$ cat config.mk
export PLATFORM = sky130hd
export DESIGN_NAME = hem_event_manager
export DESIGN_NICKNAME = d
export VERILOG_FILES = /design/src/include/hem_pkg.sv /design/src/design/hem_event_manager.sv
export SDC_FILE = /design/constraint.sdc
export NUM_CORES = 1
export LEC_CHECK = 0
export BUFFER_PORTS_ARGS = -buffer_cell sky130_fd_sc_hd__buf_2
export CAP_MARGIN = 15
export CORE_ASPECT_RATIO = 0.9
export CORE_MARGIN = 2
export CORE_UTILIZATION = 30
export DETAILED_ROUTE_END_ITERATION = 6
export PLACE_DENSITY_LB_ADDON = 0.08
export SYNTH_ARGS = -nofsm -noshare
export SYNTH_HDL_FRONTEND = slang
export SYNTH_SLANG_ARGS = --single-unit
$ cat constraint.sdc
create_clock -name pclk -period 4 [get_ports pclk]
set_clock_uncertainty 0.2 [all_clocks]
set_input_delay 0.6 -clock pclk [delete_from_list [all_inputs] [get_ports pclk]]
set_output_delay 0.6 -clock pclk [all_outputs]
set_load 0.005 [all_outputs]
$ cat src/include/hem_pkg.sv
// package: register map, bit layout and carrier types of the event manager
package hem_pkg;

    // register indices; the byte address on the bus is four times the index
    localparam logic [15:0] IDX_TOP_PEND   = 16'h4600;
    localparam logic [15:0] IDX_SUB_PEND0  = 16'h4602;
    localparam logic [15:0] IDX_SUB_MASK0  = 16'h460a;
    localparam logic [15:0] IDX_MISS       = 16'h4614;
    localparam logic [15:0] IDX_SWCTRL     = 16'h4616;
    localparam logic [15:0] IDX_GATE       = 16'h4618;
    localparam logic [15:0] IDX_MASK       = 16'h461a;

    localparam logic [31:0] ADDR_TOP_PEND  = {14'h0000, IDX_TOP_PEND, 2'b00};
    localparam logic [31:0] ADDR_SUB_PEND0 = {14'h0000, IDX_SUB_PEND0, 2'b00};
    localparam logic [31:0] ADDR_SUB_MASK0 = {14'h0000, IDX_SUB_MASK0, 2'b00};
    localparam logic [31:0] ADDR_MISS      = {14'h0000, IDX_MISS, 2'b00};
    localparam logic [31:0] ADDR_SWCTRL    = {14'h0000, IDX_SWCTRL, 2'b00};
    localparam logic [31:0] ADDR_GATE      = {14'h0000, IDX_GATE, 2'b00};
    localparam logic [31:0] ADDR_MASK      = {14'h0000, IDX_MASK, 2'b00};
    localparam logic [31:0] SUB_STRIDE     = 32'h0000_0008;

    // top-level bit positions
    localparam int B_WDOG   = 15;
    localparam int B_FAULT  = 14;
    localparam int B_TMR    = 13;
    localparam int B_GPIO   = 12;
    localparam int B_ADC    = 11;
    localparam int B_MACRX  = 10;
    localparam int B_MACTX  = 9;
    localparam int B_MACTMR = 8;
    localparam int B_SEC    = 7;
    localparam int B_SC2    = 6;
    localparam int B_SC1    = 5;
    localparam int B_SLEEP  = 4;
    localparam int B_BB     = 3;
    localparam int B_SIF    = 2;
    localparam int B_SW     = 1;
    localparam int B_GATE   = 0;

    // second-level modules, in register order
    localparam int NSUB     = 4;
    localparam int SUB_W    = 8;
    localparam int M_TMR    = 0;
    localparam int M_GPIO   = 1;
    localparam int M_SC1    = 2;
    localparam int M_SC2    = 3;
    localparam int SUB_BIT [NSUB] = '{B_TMR, B_GPIO, B_SC1, B_SC2};

    // bit masks
    localparam logic [15:0] TOP_BITS   = 16'hfffe;
    localparam logic [15:0] APP_BITS   = 16'h3860;
    localparam logic [15:0] SUB_TOPS   = 16'h3060;
    localparam logic [15:0] RST_16     = 16'h0000;
    localparam logic [SUB_W-1:0] RST_SUB = 8'h00;

    // single-cycle pulses from the system-side and converter sources
    typedef struct packed {
        logic wdog;
        logic fault;
        logic adc;
        logic macrx;
        logic mactx;
        logic mactmr;
        logic sec;
        logic sleep;
        logic bb;
        logic sif;
    } hem_sys_ev_t;

    // second-level sources: one byte per module, gpio byte is a level
    typedef logic [NSUB-1:0][SUB_W-1:0] hem_sub_ev_t;

endpackage

$ cat src/design/hem_event_manager.sv
// event manager: two-level pending/mask hierarchy, missed-event record, irq and wake outputs
//
// Overview of operation
// - non-gpio sources are one-cycle pulses that set their pending bit on that edge
// - gpio sources are levels: pending is set for as long as the level holds
// - all enabled pending sources merge into one interrupt request line
// - top level holds one pending and one mask bit per major module
// - timer, gpio, serial one and two have sub-bits; others report only at top
// - a top-level event reaches the core only when its top mask bit is set
// - a sub-event feeds its module's top bit only when its sub mask bit is set
// - writing one to a direct or second-level pending bit clears it; writing zero does nothing
// - module top pending bit is the or of its enabled sub pending bits
// - an event in the same cycle as its clear leaves the bit set
// - a repeat of an enabled still-pending event is dropped and sets its missed bit
// - missed bits are cleared by writing one to them
// - events arriving while irqs are gated stay pending and fire when re-enabled
// - in application mode top pending, mask and missed writes to system bits are ignored
// - top mask layout from watchdog at 15 down to software at 1; bit 0 is zero
// - application mode may write only timer, gpio, converter and both serial bits
// - second-level pending and mask registers are fully writable in either mode
// - a write to the software trigger register raises the software event
// - global gate bit 0 gates the interrupt request, not wake; other bits read zero
// - the manager drives both the core's interrupt request and its wake-up input
//
// The APB slave port was chosen for this implementation.
`timescale 1ns/1ps
`default_nettype none

module hem_event_manager
    import hem_pkg::*;
(
    // clock, reset and freeze
    input  wire logic        pclk,
    input  wire logic        presetn,
    input  wire logic        ce,
    // apb slave
    input  wire logic [31:0] paddr,
    input  wire logic        psel,
    input  wire logic        penable,
    input  wire logic        pwrite,
    input  wire logic [31:0] pwdata,
    output logic      [31:0] prdata,
    output logic             pready,
    output logic             pslverr,
    // event sources
    input  wire hem_sys_ev_t sys_ev,
    input  wire hem_sub_ev_t sub_ev,
    input  wire logic        app_mode,
    // to the processor core
    output logic             irq,
    output logic             wake
);

    // register state
    logic [15:0]                 top_pend_q;
    logic [15:0]                 top_mask_q;
    logic [15:0]                 miss_q;
    logic                        gate_q;
    logic [NSUB-1:0][SUB_W-1:0]  sub_pend_q;
    logic [NSUB-1:0][SUB_W-1:0]  sub_mask_q;
    logic [31:0]                 prdata_q;
    logic                        pready_q;
    logic                        pslverr_q;
    logic                        irq_q;
    logic                        wake_q;

    // gpio level synchroniser
    logic [SUB_W-1:0]            gpio_s1_q;
    logic [SUB_W-1:0]            gpio_s2_q;
    logic [SUB_W-1:0]            gpio_s3_q;
    logic [SUB_W-1:0]            gpio_lvl_q;
    logic [SUB_W-1:0]            gpio_prev_q;

    // decode
    logic                        hit_top;
    logic                        hit_miss;
    logic                        hit_sw;
    logic                        hit_gate;
    logic                        hit_mask;
    logic [NSUB-1:0]             hit_sp;
    logic [NSUB-1:0]             hit_sm;
    logic                        hit_any;
    logic                        wr_acc;
    logic [15:0]                 wr_allow;
    logic [15:0]                 wr_ones;
    logic [15:0]                 direct_ev;
    logic [15:0]                 sub_miss;
    logic [NSUB-1:0][SUB_W-1:0]  sub_src;
    logic [NSUB-1:0][SUB_W-1:0]  sub_rep;
    logic [31:0]                 rdata_d;
    logic                        req_d;

    assign hit_top  = (paddr == ADDR_TOP_PEND);
    assign hit_miss = (paddr == ADDR_MISS);
    assign hit_sw   = (paddr == ADDR_SWCTRL);
    assign hit_gate = (paddr == ADDR_GATE);
    assign hit_mask = (paddr == ADDR_MASK);
    assign hit_any  = hit_top | hit_miss | hit_sw | hit_gate | hit_mask | (|hit_sp) | (|hit_sm);

    // a write lands only on the access edge that the slave completes
    assign wr_acc   = ce & psel & penable & pwrite & pready_q;
    assign wr_allow = app_mode ? APP_BITS : TOP_BITS;
    assign wr_ones  = pwdata[15:0] & wr_allow;

    // direct top-level pulses; software trigger write acts as the software event
    always_comb begin
        direct_ev           = RST_16;
        direct_ev[B_WDOG]   = sys_ev.wdog;
        direct_ev[B_FAULT]  = sys_ev.fault;
        direct_ev[B_ADC]    = sys_ev.adc;
        direct_ev[B_MACRX]  = sys_ev.macrx;
        direct_ev[B_MACTX]  = sys_ev.mactx;
        direct_ev[B_MACTMR] = sys_ev.mactmr;
        direct_ev[B_SEC]    = sys_ev.sec;
        direct_ev[B_SLEEP]  = sys_ev.sleep;
        direct_ev[B_BB]     = sys_ev.bb;
        direct_ev[B_SIF]    = sys_ev.sif;
        direct_ev[B_SW]     = wr_acc & hit_sw;
    end

    // gpio pins come from another domain: three stages, accept when last two agree
    always_ff @(posedge pclk or negedge presetn) begin
        if (!presetn) begin
            gpio_s1_q   <= RST_SUB;
            gpio_s2_q   <= RST_SUB;
            gpio_s3_q   <= RST_SUB;
            gpio_lvl_q  <= RST_SUB;
            gpio_prev_q <= RST_SUB;
        end else if (ce) begin
            gpio_s1_q   <= sub_ev[M_GPIO];
            gpio_s2_q   <= gpio_s1_q;
            gpio_s3_q   <= gpio_s2_q;
            gpio_lvl_q  <= (gpio_s2_q & gpio_s3_q) | (gpio_lvl_q & (gpio_s2_q | gpio_s3_q));
            gpio_prev_q <= gpio_lvl_q;
        end
    end

    // second level: one generate pass per module with sub-functions
    genvar m;
    generate
        for (m = 0; m < NSUB; m++) begin : g_sub
            assign hit_sp[m] = (paddr == ADDR_SUB_PEND0 + SUB_STRIDE * m);
            assign hit_sm[m] = (paddr == ADDR_SUB_MASK0 + SUB_STRIDE * m);

            // gpio sets while high, but only a fresh rise counts as a repeat
            if (m == M_GPIO) begin : g_lvl
                assign sub_src[m] = gpio_lvl_q;
                assign sub_rep[m] = gpio_lvl_q & ~gpio_prev_q;
            end else begin : g_pls
                assign sub_src[m] = sub_ev[m];
                assign sub_rep[m] = sub_ev[m];
            end

            // a repeat while pending and enabled is lost, only recorded
            assign sub_miss[SUB_BIT[m]] = |(sub_rep[m] & sub_pend_q[m] & sub_mask_q[m]);

            // sub pending: set beats the write-one clear, in either mode
            always_ff @(posedge pclk or negedge presetn) begin
                if (!presetn) begin
                    sub_pend_q[m] <= RST_SUB;
                end else if (ce) begin
                    if (wr_acc && hit_sp[m]) begin
                        sub_pend_q[m] <= sub_src[m] | (sub_pend_q[m] & ~pwdata[SUB_W-1:0]);
                    end else begin
                        sub_pend_q[m] <= sub_src[m] | sub_pend_q[m];
                    end
                end
            end

            // sub mask: plain read/write
            always_ff @(posedge pclk or negedge presetn) begin
                if (!presetn) begin
                    sub_mask_q[m] <= RST_SUB;
                end else if (ce && wr_acc && hit_sm[m]) begin
                    sub_mask_q[m] <= pwdata[SUB_W-1:0];
                end
            end
        end
    endgenerate

    // top pending: direct bits latch pulses, module bits mirror their enabled sub bits
    genvar b;
    generate
        for (b = 1; b < 16; b++) begin : g_top
            if (SUB_TOPS[b]) begin : g_mod
                int k;
                always_comb begin
                    k = 0;
                    for (int i = 0; i < NSUB; i++) begin
                        if (SUB_BIT[i] == b) begin
                            k = i;
                        end
                    end
                end
                always_ff @(posedge pclk or negedge presetn) begin
                    if (!presetn) begin
                        top_pend_q[b] <= 1'b0;
                    end else if (ce) begin
                        top_pend_q[b] <= |(sub_pend_q[k] & sub_mask_q[k]);
                    end
                end
            end else begin : g_dir
                assign sub_miss[b] = 1'b0;
                always_ff @(posedge pclk or negedge presetn) begin
                    if (!presetn) begin
                        top_pend_q[b] <= 1'b0;
                    end else if (ce) begin
                        top_pend_q[b] <= direct_ev[b] |
                            (top_pend_q[b] & ~(wr_acc & hit_top & wr_ones[b]));
                    end
                end
            end
        end
    endgenerate
    assign top_pend_q[B_GATE] = 1'b0;
    assign sub_miss[B_GATE]   = 1'b0;

    // top mask; bit 0 never stores
    always_ff @(posedge pclk or negedge presetn) begin
        if (!presetn) begin
            top_mask_q <= RST_16;
        end else if (ce && wr_acc && hit_mask) begin
            top_mask_q <= (top_mask_q & ~wr_allow) | wr_ones;
        end
    end

    // missed record: direct repeats, plus module repeats from the second level
    always_ff @(posedge pclk or negedge presetn) begin
        if (!presetn) begin
            miss_q <= RST_16;
        end else if (ce) begin
            miss_q <= ((direct_ev & top_pend_q & top_mask_q) | sub_miss) |
                      (miss_q & ~({16{wr_acc & hit_miss}} & wr_ones));
        end
    end

    // global gate
    always_ff @(posedge pclk or negedge presetn) begin
        if (!presetn) begin
            gate_q <= 1'b0;
        end else if (ce && wr_acc && hit_gate) begin
            gate_q <= pwdata[B_GATE];
        end
    end

    // level request; pending bits survive a closed gate, so reopening re-raises it
    assign req_d = |(top_pend_q & top_mask_q);
    always_ff @(posedge pclk or negedge presetn) begin
        if (!presetn) begin
            irq_q  <= 1'b0;
            wake_q <= 1'b0;
        end else if (ce) begin
            irq_q  <= gate_q & req_d;
            wake_q <= req_d;
        end
    end

    // read mux; unused upper bits read zero
    always_comb begin
        rdata_d = 32'h0000_0000;
        if (hit_top) begin
            rdata_d[15:0] = top_pend_q;
        end
        if (hit_mask) begin
            rdata_d[15:0] = top_mask_q;
        end
        if (hit_miss) begin
            rdata_d[15:0] = miss_q;
        end
        if (hit_gate) begin
            rdata_d[B_GATE] = gate_q;
        end
        for (int i = 0; i < NSUB; i++) begin
            if (hit_sp[i]) begin
                rdata_d[SUB_W-1:0] = sub_pend_q[i];
            end
            if (hit_sm[i]) begin
                rdata_d[SUB_W-1:0] = sub_mask_q[i];
            end
        end
    end

    // apb answer: ready one enabled edge after psel, so a frozen setup edge cannot deadlock
    always_ff @(posedge pclk or negedge presetn) begin
        if (!presetn) begin
            pready_q  <= 1'b0;
            pslverr_q <= 1'b0;
            prdata_q  <= 32'h0000_0000;
        end else if (ce) begin
            pready_q  <= psel & ~pready_q;
            pslverr_q <= psel & ~pready_q & ~hit_any;
            if (psel && !pready_q) begin
                prdata_q <= pwrite ? 32'h0000_0000 : rdata_d;
            end
        end
    end

    assign prdata  = prdata_q;
    assign pready  = pready_q;
    assign pslverr = pslverr_q;
    assign irq     = irq_q;
    assign wake    = wake_q;

    // checks
    chk_pulse_sets: assert property (@(posedge pclk) disable iff (!presetn)
        (ce && sys_ev.adc) |=> top_pend_q[B_ADC])
        else $error("converter pulse did not set pending");

    chk_gpio_level: assert property (@(posedge pclk) disable iff (!presetn)
        (ce && gpio_lvl_q[0]) |=> sub_pend_q[M_GPIO][0])
        else $error("gpio level did not hold pending");

    chk_ack_clear: assert property (@(posedge pclk) disable iff (!presetn)
        (wr_acc && hit_top && pwdata[B_ADC] && !sys_ev.adc) |=> !top_pend_q[B_ADC])
        else $error("write one did not clear pending");

    chk_sub_or: assert property (@(posedge pclk) disable iff (!presetn)
        ce |=> top_pend_q[B_TMR] == $past(|(sub_pend_q[M_TMR] & sub_mask_q[M_TMR])))
        else $error("module bit differs from or of sub bits");

    chk_set_wins: assert property (@(posedge pclk) disable iff (!presetn)
        (wr_acc && hit_top && pwdata[B_ADC] && sys_ev.adc) |=> top_pend_q[B_ADC])
        else $error("clear beat a simultaneous event");

    chk_miss_rec: assert property (@(posedge pclk) disable iff (!presetn)
        (ce && sys_ev.adc && top_pend_q[B_ADC] && top_mask_q[B_ADC]) |=> miss_q[B_ADC])
        else $error("repeat event not recorded as missed");

    chk_app_guard: assert property (@(posedge pclk) disable iff (!presetn)
        (wr_acc && hit_mask && app_mode) |=> top_mask_q[B_WDOG] == $past(top_mask_q[B_WDOG]))
        else $error("application write changed a system mask bit");

    chk_bit0_zero: assert property (@(posedge pclk) disable iff (!presetn)
        top_mask_q[B_GATE] == 1'b0 && miss_q[B_GATE] == 1'b0)
        else $error("bit zero of mask or missed set");

    chk_sw_raise: assert property (@(posedge pclk) disable iff (!presetn)
        (wr_acc && hit_sw) |=> top_pend_q[B_SW])
        else $error("trigger write did not raise software event");

    chk_gate_off: assert property (@(posedge pclk) disable iff (!presetn)
        (ce && !gate_q) |=> !irq_q)
        else $error("irq raised with gate closed");

    chk_irq_level: assert property (@(posedge pclk) disable iff (!presetn)
        (ce && gate_q && req_d) |=> irq_q ##0 wake_q)
        else $error("irq or wake missing for masked pending bit");

endmodule // hem_event_manager

`default_nettype wire

==> out/metrics.cfg, run 1 <==
[die]
io_pins = 149
rows = 58
coreArea_um2 = 28100
start_util = 0.307
fp.dieW_um = 183
fp.dieH_um = 165
die-area_um2 = 30100

[setup_path]
max_stage_delay_ns = 0.86
crit_family = simple AND/OR/NAND/NOR gates
crit_path_top_delay_cell = nor4_4
start_kind = input pin
worst-r2r-setup-slack_ns = 1.63
crit_fanout = 8
worst_ep_arrival_time_ns = 3.44
critPathRequiredTime_ns = 4.11
worst-path-buf-inv = 2
critPathCaptureType = flop
crit_chain = buf_2 > nor4_2 > nand4_1 > nor4_4 > nand2b_1 > a2111oi_0 > buf_4 > o21ai_1
crit_type = in2reg

[synth]
synthArstFlopShare = 1.00
synthTopCellsByArea = dfrtp_1 49%, mux2_2 10%, a22o_1 6.0%
yosysMostFrequentCell = dfrtp_1
synth_flop_cell = dfrtp_1
synth_top_cell_by_area = dfrtp_1
ys_types = 68
synth_cells = 755
avgSynthCellArea_um2 = 11.4
synth_top_cell_area_share = 0.494
ys_seq_area_frac = 0.494
synth_edf_count = 0
ys_ff_latch = 170
synth_common_cells = 170 x dfrtp_1, 79 x mux2_2, 74 x nand2_1
yosys_warnings = 0
syn_area_um2 = 8610

[global_routing]
grt_usage = 0.187
grt_pass1_vias = 6943
grt_start_max_net_pins = 77
antenna_found_initial = 0
grt-ovfl-total = 0
grt_pass1_wl_mm = 42.4

[sta]
hold_viol = 0
drv_slew = 0
period_minus_slack_ns = 3.33
slew_headroom = 0.433
max_freq_mhz = 300
rsz0062_at_grt = false
setup_viol = 0
worstMarginPinSlew_ns = 0.845
setup_slack_ns = 0.668
finalSetupTns_ns = 0
whs_ns = 0.197
fin_crit_sh = 0.833

[route]
first_pass_iters = 5
drtIter0Drc = 499
antenna_left = 0
drc = 0
vias = 6907
wl_per_cell_um = 22.2
wirelength_mm = 27.6
via_per_inst = 5.55

[flow_run]
cap_viol_max_count = 0

[cts]
ctsResizeCount = 0
cts_buffers = 17
cts_tree = done
cts.path.max_buffers = 2
cts_setup_buffers = 0
clk_pin_slew_worst_paths_ns = 0.07
htreeDepth = 4
clkSinkCount = 170
clock_latency_ns = 0.44
ctsRootBufferMaster = clkbuf_16
cts_hold_buf = 1

[power]
power_density_nw_per_um2 = 394
ir_drop_uv = 271
leakage_nw = 4.58
p_total_mw = 4.03

[outcome]
status = finished clean

[place]
hpwl_mm = 19.7
place_ws_ns = 0.246
place.gp.congestion = 0.815
port_buffers = 116

[layout]
syn_to_final_growth_pct = 18.8
post_route_cells_drive_above_1_share = 0.325
antenna_cells = 0
nets = 985
fin_util = 0.364

[min_path]
min-delay-path-class = in2reg

## final timing paths
path                            start             end  cells past startpoint
setup / recovery            paddr[25]       prdata[6]                      8
hold / removal             sub_ev[13]    gpio_s1_q[5]                      2
setup reg to reg               pready   sub_mask_q[0]                      5
hold reg to reg            prdata[15]      prdata[15]                      2
max in group asynchronous     presetn  sub_mask_q[30]                      3
min in group asynchronous     presetn  sub_mask_q[28]                      2
## where the power goes
group	internal, mW	switching (mW)
Clock	1.06	0.760
Combinational	0.143	0.183
Sequential	1.81	0.0739
## registers in the layout, indices dropped and copies added, names as in the netlist, 5 cells and up, named ones only
register     flops
top_mask_q       5
sub_mask_q      32
sub_pend_q      32
gpio_s3_q        8
gpio_s2_q        8
miss_q          15
gpio_lvl_q       8
prdata          16
gpio_s1_q        8
top_pend_q      15
gpio_prev_q      8
## routing by layer
layer  global-route usage  part of all wire  up-vias
li1                     -                 -     3132
met1                0.266              0.48     3516
met2                0.286              0.44      227
met3               0.0375             0.050       32
met4               0.0612             0.023        0
met5                    0                 0        -
## logic make-up after synthesis
group,count (synthesis),share of synthesized area
buf+inv,65,0.0401
flops,170,0.494
compound gates,211,0.196
simple gates,218,0.149
other cells,1,0.000435
mux,90,0.121
## cell type report
| cell class | count | area [um^2] |
|---|---|---|
| Clock buffer | 17 | 425 |
| Clock inverter | 14 | 206 |
| Fill cell | 2793 | 17800 |
| Inverter | 4 | 15.0 |
| Multi-Input combinational cell | 535 | 4070 |
| Sequential cell | 170 | 4250 |
| Tap cell | 360 | 450 |
| Timing Repair Buffer | 144 | 815 |
## cell usage in the layout (no fill, tap or decap), types with 3 or more instances in the layout
cell type  Yosys  final
nand2_1       74     74
nand3_1        8      8
buf_2          9    114
or4_1          3      3
nor4_2         3      3
conb_1         1     16
a32o_1         8      8
and2_1         6      6
o221ai_1       6      6
mux2i_1        3      3
inv_1          4      4
a221oi_1      15     15
a21boi_1       8      8
nor4_1         6      6
nand4b_1       8      8
nor2_1        31     31
mux2_2        79     79
nor4_4         5      5
a41o_1         9      9
a22oi_1       13     13
dfrtp_1      170    170
a22o_1        59     59
a222oi_1       9      9
a31oi_1       18     18
nor3_1         6      6
a2111oi_0      6      6
nand2b_1      22     22
a21oi_1       19     19
bufinv_16      0      4
o21ai_0       11     11
buf_4         18     27
mux2_4         8      8
nor3_2         5      5
a211oi_1       8      8
nand4_1        7      7
and3_1        16     16
clkbuf_16      0     17
inv_6          0      4
o21ai_1        6      6
## through the flow
step                      cells  cell area, um^2
after global routing       1244            10200
after floorplan             770             8670
final                      1244            10200
after global placement     1212             9590
after detailed placement   1212             9590
after CTS                  1244            10200
(Power assumes the default switching activity.)
==> run 2, diff against run 1 <==
==> constraint.sdc (replaced) <==
create_clock -name pclk -period 3.4 [get_ports pclk]
set_clock_uncertainty 0.2 [all_clocks]
set_input_delay 0.51 -clock pclk [delete_from_list [all_inputs] [get_ports pclk]]
set_output_delay 0.51 -clock pclk [all_outputs]
set_load 0.005 [all_outputs]
==> out/metrics.cfg, run 2 (synthesis gave the netlist of run 1 again) <==
[outcome]
status = finished clean  ; unchanged

[power]
leakage_nw = 4.61  ; was 4.58 nW
power_density_nw_per_um2 = 441  ; was 394 nW/um^2
ir_drop_uv = 323  ; was 271 uV

[setup_path]
worst-r2r-cell-count = 5  ; unchanged
r2r_start = top_pend_q[6]  ; was pready
crit_family = simple AND/OR/NAND/NOR gates  ; unchanged
worst-path-stages = 7  ; was 8
crit_chain = buf_2 > or4_1 > nor4_4 > nand2b_1 > a2111oi_0 > buf_4 > o21ai_1  ; was buf_2 > nor4_2 > nand4_1 > nor4_4 > nand2b_1 > a2111oi_0 > buf_4 > o21ai_1
worst-path-buf-inv = 2  ; unchanged
crit_path_top_delay_cell = or4_1  ; was nor4_4
r2r_end = prdata[6]  ; was sub_mask_q[0]
critPathCaptureType = flop  ; unchanged
start_kind = input pin  ; unchanged
worst-r2r-setup-slack_ns = 1.13  ; was 1.63 ns
crit_type = in2reg  ; unchanged
max_stage_delay_ns = 0.81  ; was 0.86 ns
crit_fanout = 8  ; unchanged
critPathRequiredTime_ns = 3.53  ; was 4.11 ns
worst_ep_arrival_time_ns = 3.20  ; was 3.44 ns

[global_routing]
grt-ovfl-total = 0  ; unchanged
grt_pass1_vias = 7057  ; was 6,943
grt_start_max_net_pins = 88  ; was 77
antenna_found_initial = 0  ; unchanged
grt_usage = 0.189  ; was 0.187
grt_pass1_wl_mm = 42.6  ; was 42.4 mm

[cts]
clk_pin_slew_worst_paths_ns = 0.07  ; about the same
cts.path.max_buffers = 2  ; unchanged
clock_latency_ns = 0.44  ; about the same
ctsRootBufferMaster = clkbuf_16  ; unchanged
htreeDepth = 4  ; unchanged
cts_buffers = 17  ; unchanged
clkSinkCount = 170  ; unchanged
cts_tree = done  ; unchanged
cts_setup_buffers = 0  ; unchanged

[layout]
syn_to_final_growth_pct = 18.9  ; was 18.8%
final_cell_mix = 170 x dfrtp_1, 114 x buf_2, 79 x mux2_2  ; unchanged
nFillCells = 2840  ; was 2,793
antenna_cells = 0  ; unchanged
nets = 996  ; was 985
multi_input_area_um2 = 4070  ; unchanged
final_common_cell = dfrtp_1  ; unchanged
final-seq-area_um2 = 4250  ; unchanged
fin_cells = 1255  ; was 1,244
post_route_cells_drive_above_1_share = 0.333  ; was 0.325

[die]
io_pins = 149  ; unchanged
fp.dieW_um = 183  ; unchanged
fp.dieH_um = 165  ; unchanged
start_util = 0.307  ; unchanged
rows = 58  ; unchanged
die-area_um2 = 30100  ; unchanged
coreArea_um2 = 28100  ; unchanged

[route]
drtIter0Drc = 577  ; was 499
vias = 6971  ; was 6,907
wl_per_cell_um = 22.4  ; was 22.2 um
first_pass_iters = 6  ; was 5
via_per_inst = 5.55  ; about the same
drc = 0  ; unchanged
wirelength_mm = 28.1  ; was 27.6 mm
antenna_left = 0  ; unchanged

[min_path]
min-delay-path-class = in2reg  ; unchanged
min_path_cells = 2  ; unchanged
min_from = sub_ev[9]  ; was sub_ev[13]
holdPathEnd = gpio_s1_q[1]  ; was gpio_s1_q[5]

[sta]
worstMarginPinSlew_ns = 1.02  ; was 0.845 ns
max_freq_mhz = 326
fin_crit_sh = 0.903
drv_slew = 0  ; unchanged
hold_viol = 0  ; unchanged
setup_viol = 0  ; unchanged
period_minus_slack_ns = 3.07
slew_headroom = 0.322  ; was 0.433
rsz0062_at_grt = false  ; unchanged
whs_ns = 0.106  ; was 0.197 ns

[place]
port_buffers = 116  ; unchanged
place.gp.congestion = 0.854  ; was 0.815
hpwl_mm = 20.1  ; was 19.7 mm
post-place-cells = 1223  ; was 1,212

[flow_run]
cap_viol_max_count = 0  ; unchanged

-- run 2: cell types whose count changed in the layout (fill, tap and decap cells not counted) --
cell,before,now
clkinv_2,1,4
inv_8,2,0
clkinvlp_4,2,1
inv_6,4,3
bufinv_16,4,1
clkinv_4,1,4
clkbuf_8,0,1
buf_4,27,38
-- run 2: cell type report --
class / count / area share
repair buffers: 155 / 0.0876
clock buffers: 18 / 0.0429
inverters: 4 / 0.00147
multi-input cells: 535 / 0.397
well taps: 360 / 0.0440
flip-flops and latches: 170 / 0.415
clock inverters: 13 / 0.0116
-- run 2: metal layers --
layer  track usage  up-vias  part of all wire
met1         0.268     3576              0.47
met3        0.0404       27             0.057
met4        0.0583        0             0.021
met2         0.289      228              0.45
li1              -     3140                 -
met5             0        -                 0
-- run 2: worst max path at each step --
stage / slack (ns) / from / to
after floorplan: 0.82 / paddr[1] / sub_mask_q[10]
after CTS: 0.30 / paddr[29] / prdata[6]
final: 0.33 / paddr[1] / prdata[6]
after global routing: 0.27 / paddr[29] / prdata[6]
after detailed placement: -0.17 / paddr[29] / prdata[6]
after global placement: -0.12 / paddr[1] / prdata[6]
-- run 2: timing repair --
| action | CTS | global route |
|---|---|---|
| hold buffers | 1 | 0 |
| gates resized for setup | 0 | 0 |
| hold endpoints to repair | 64 | 0 |
| setup endpoints to repair | 0 | 0 |
-- run 2: per-stage QoR --
stage / cell area [um^2] / setup WS (ns) / utilization / setup TNS [ns] / power (mW)
after floorplan: 8670 / 0.818 / - / 0 / 2.45
after global placement: 9680 / -0.119 / 0.345 / -0.121 / 2.64
after detailed placement: 9680 / -0.172 / 0.345 / -0.209 / 2.66
after CTS: 10200 / 0.300 / 0.365 / 0 / 4.58
after global routing: 10200 / 0.268 / 0.365 / 0 / 4.73
final: 10200 / 0.329 / 0.365 / 0 / 4.52
-- run 2: power by group --
part,leakage (nW),internal (mW),switching [mW]
registers,2.07,2.13,0.0883
clock network,0.277,1.03,0.878
logic,2.26,0.172,0.221
total,4.61,3.33,1.19
-- run 2: worst register-to-register path, delay by kind of cell, from the launching register on --
kind            cells  cell delay [ns]
compound gates      4             1.30
buf+inv             1             0.23
flops               1             0.42
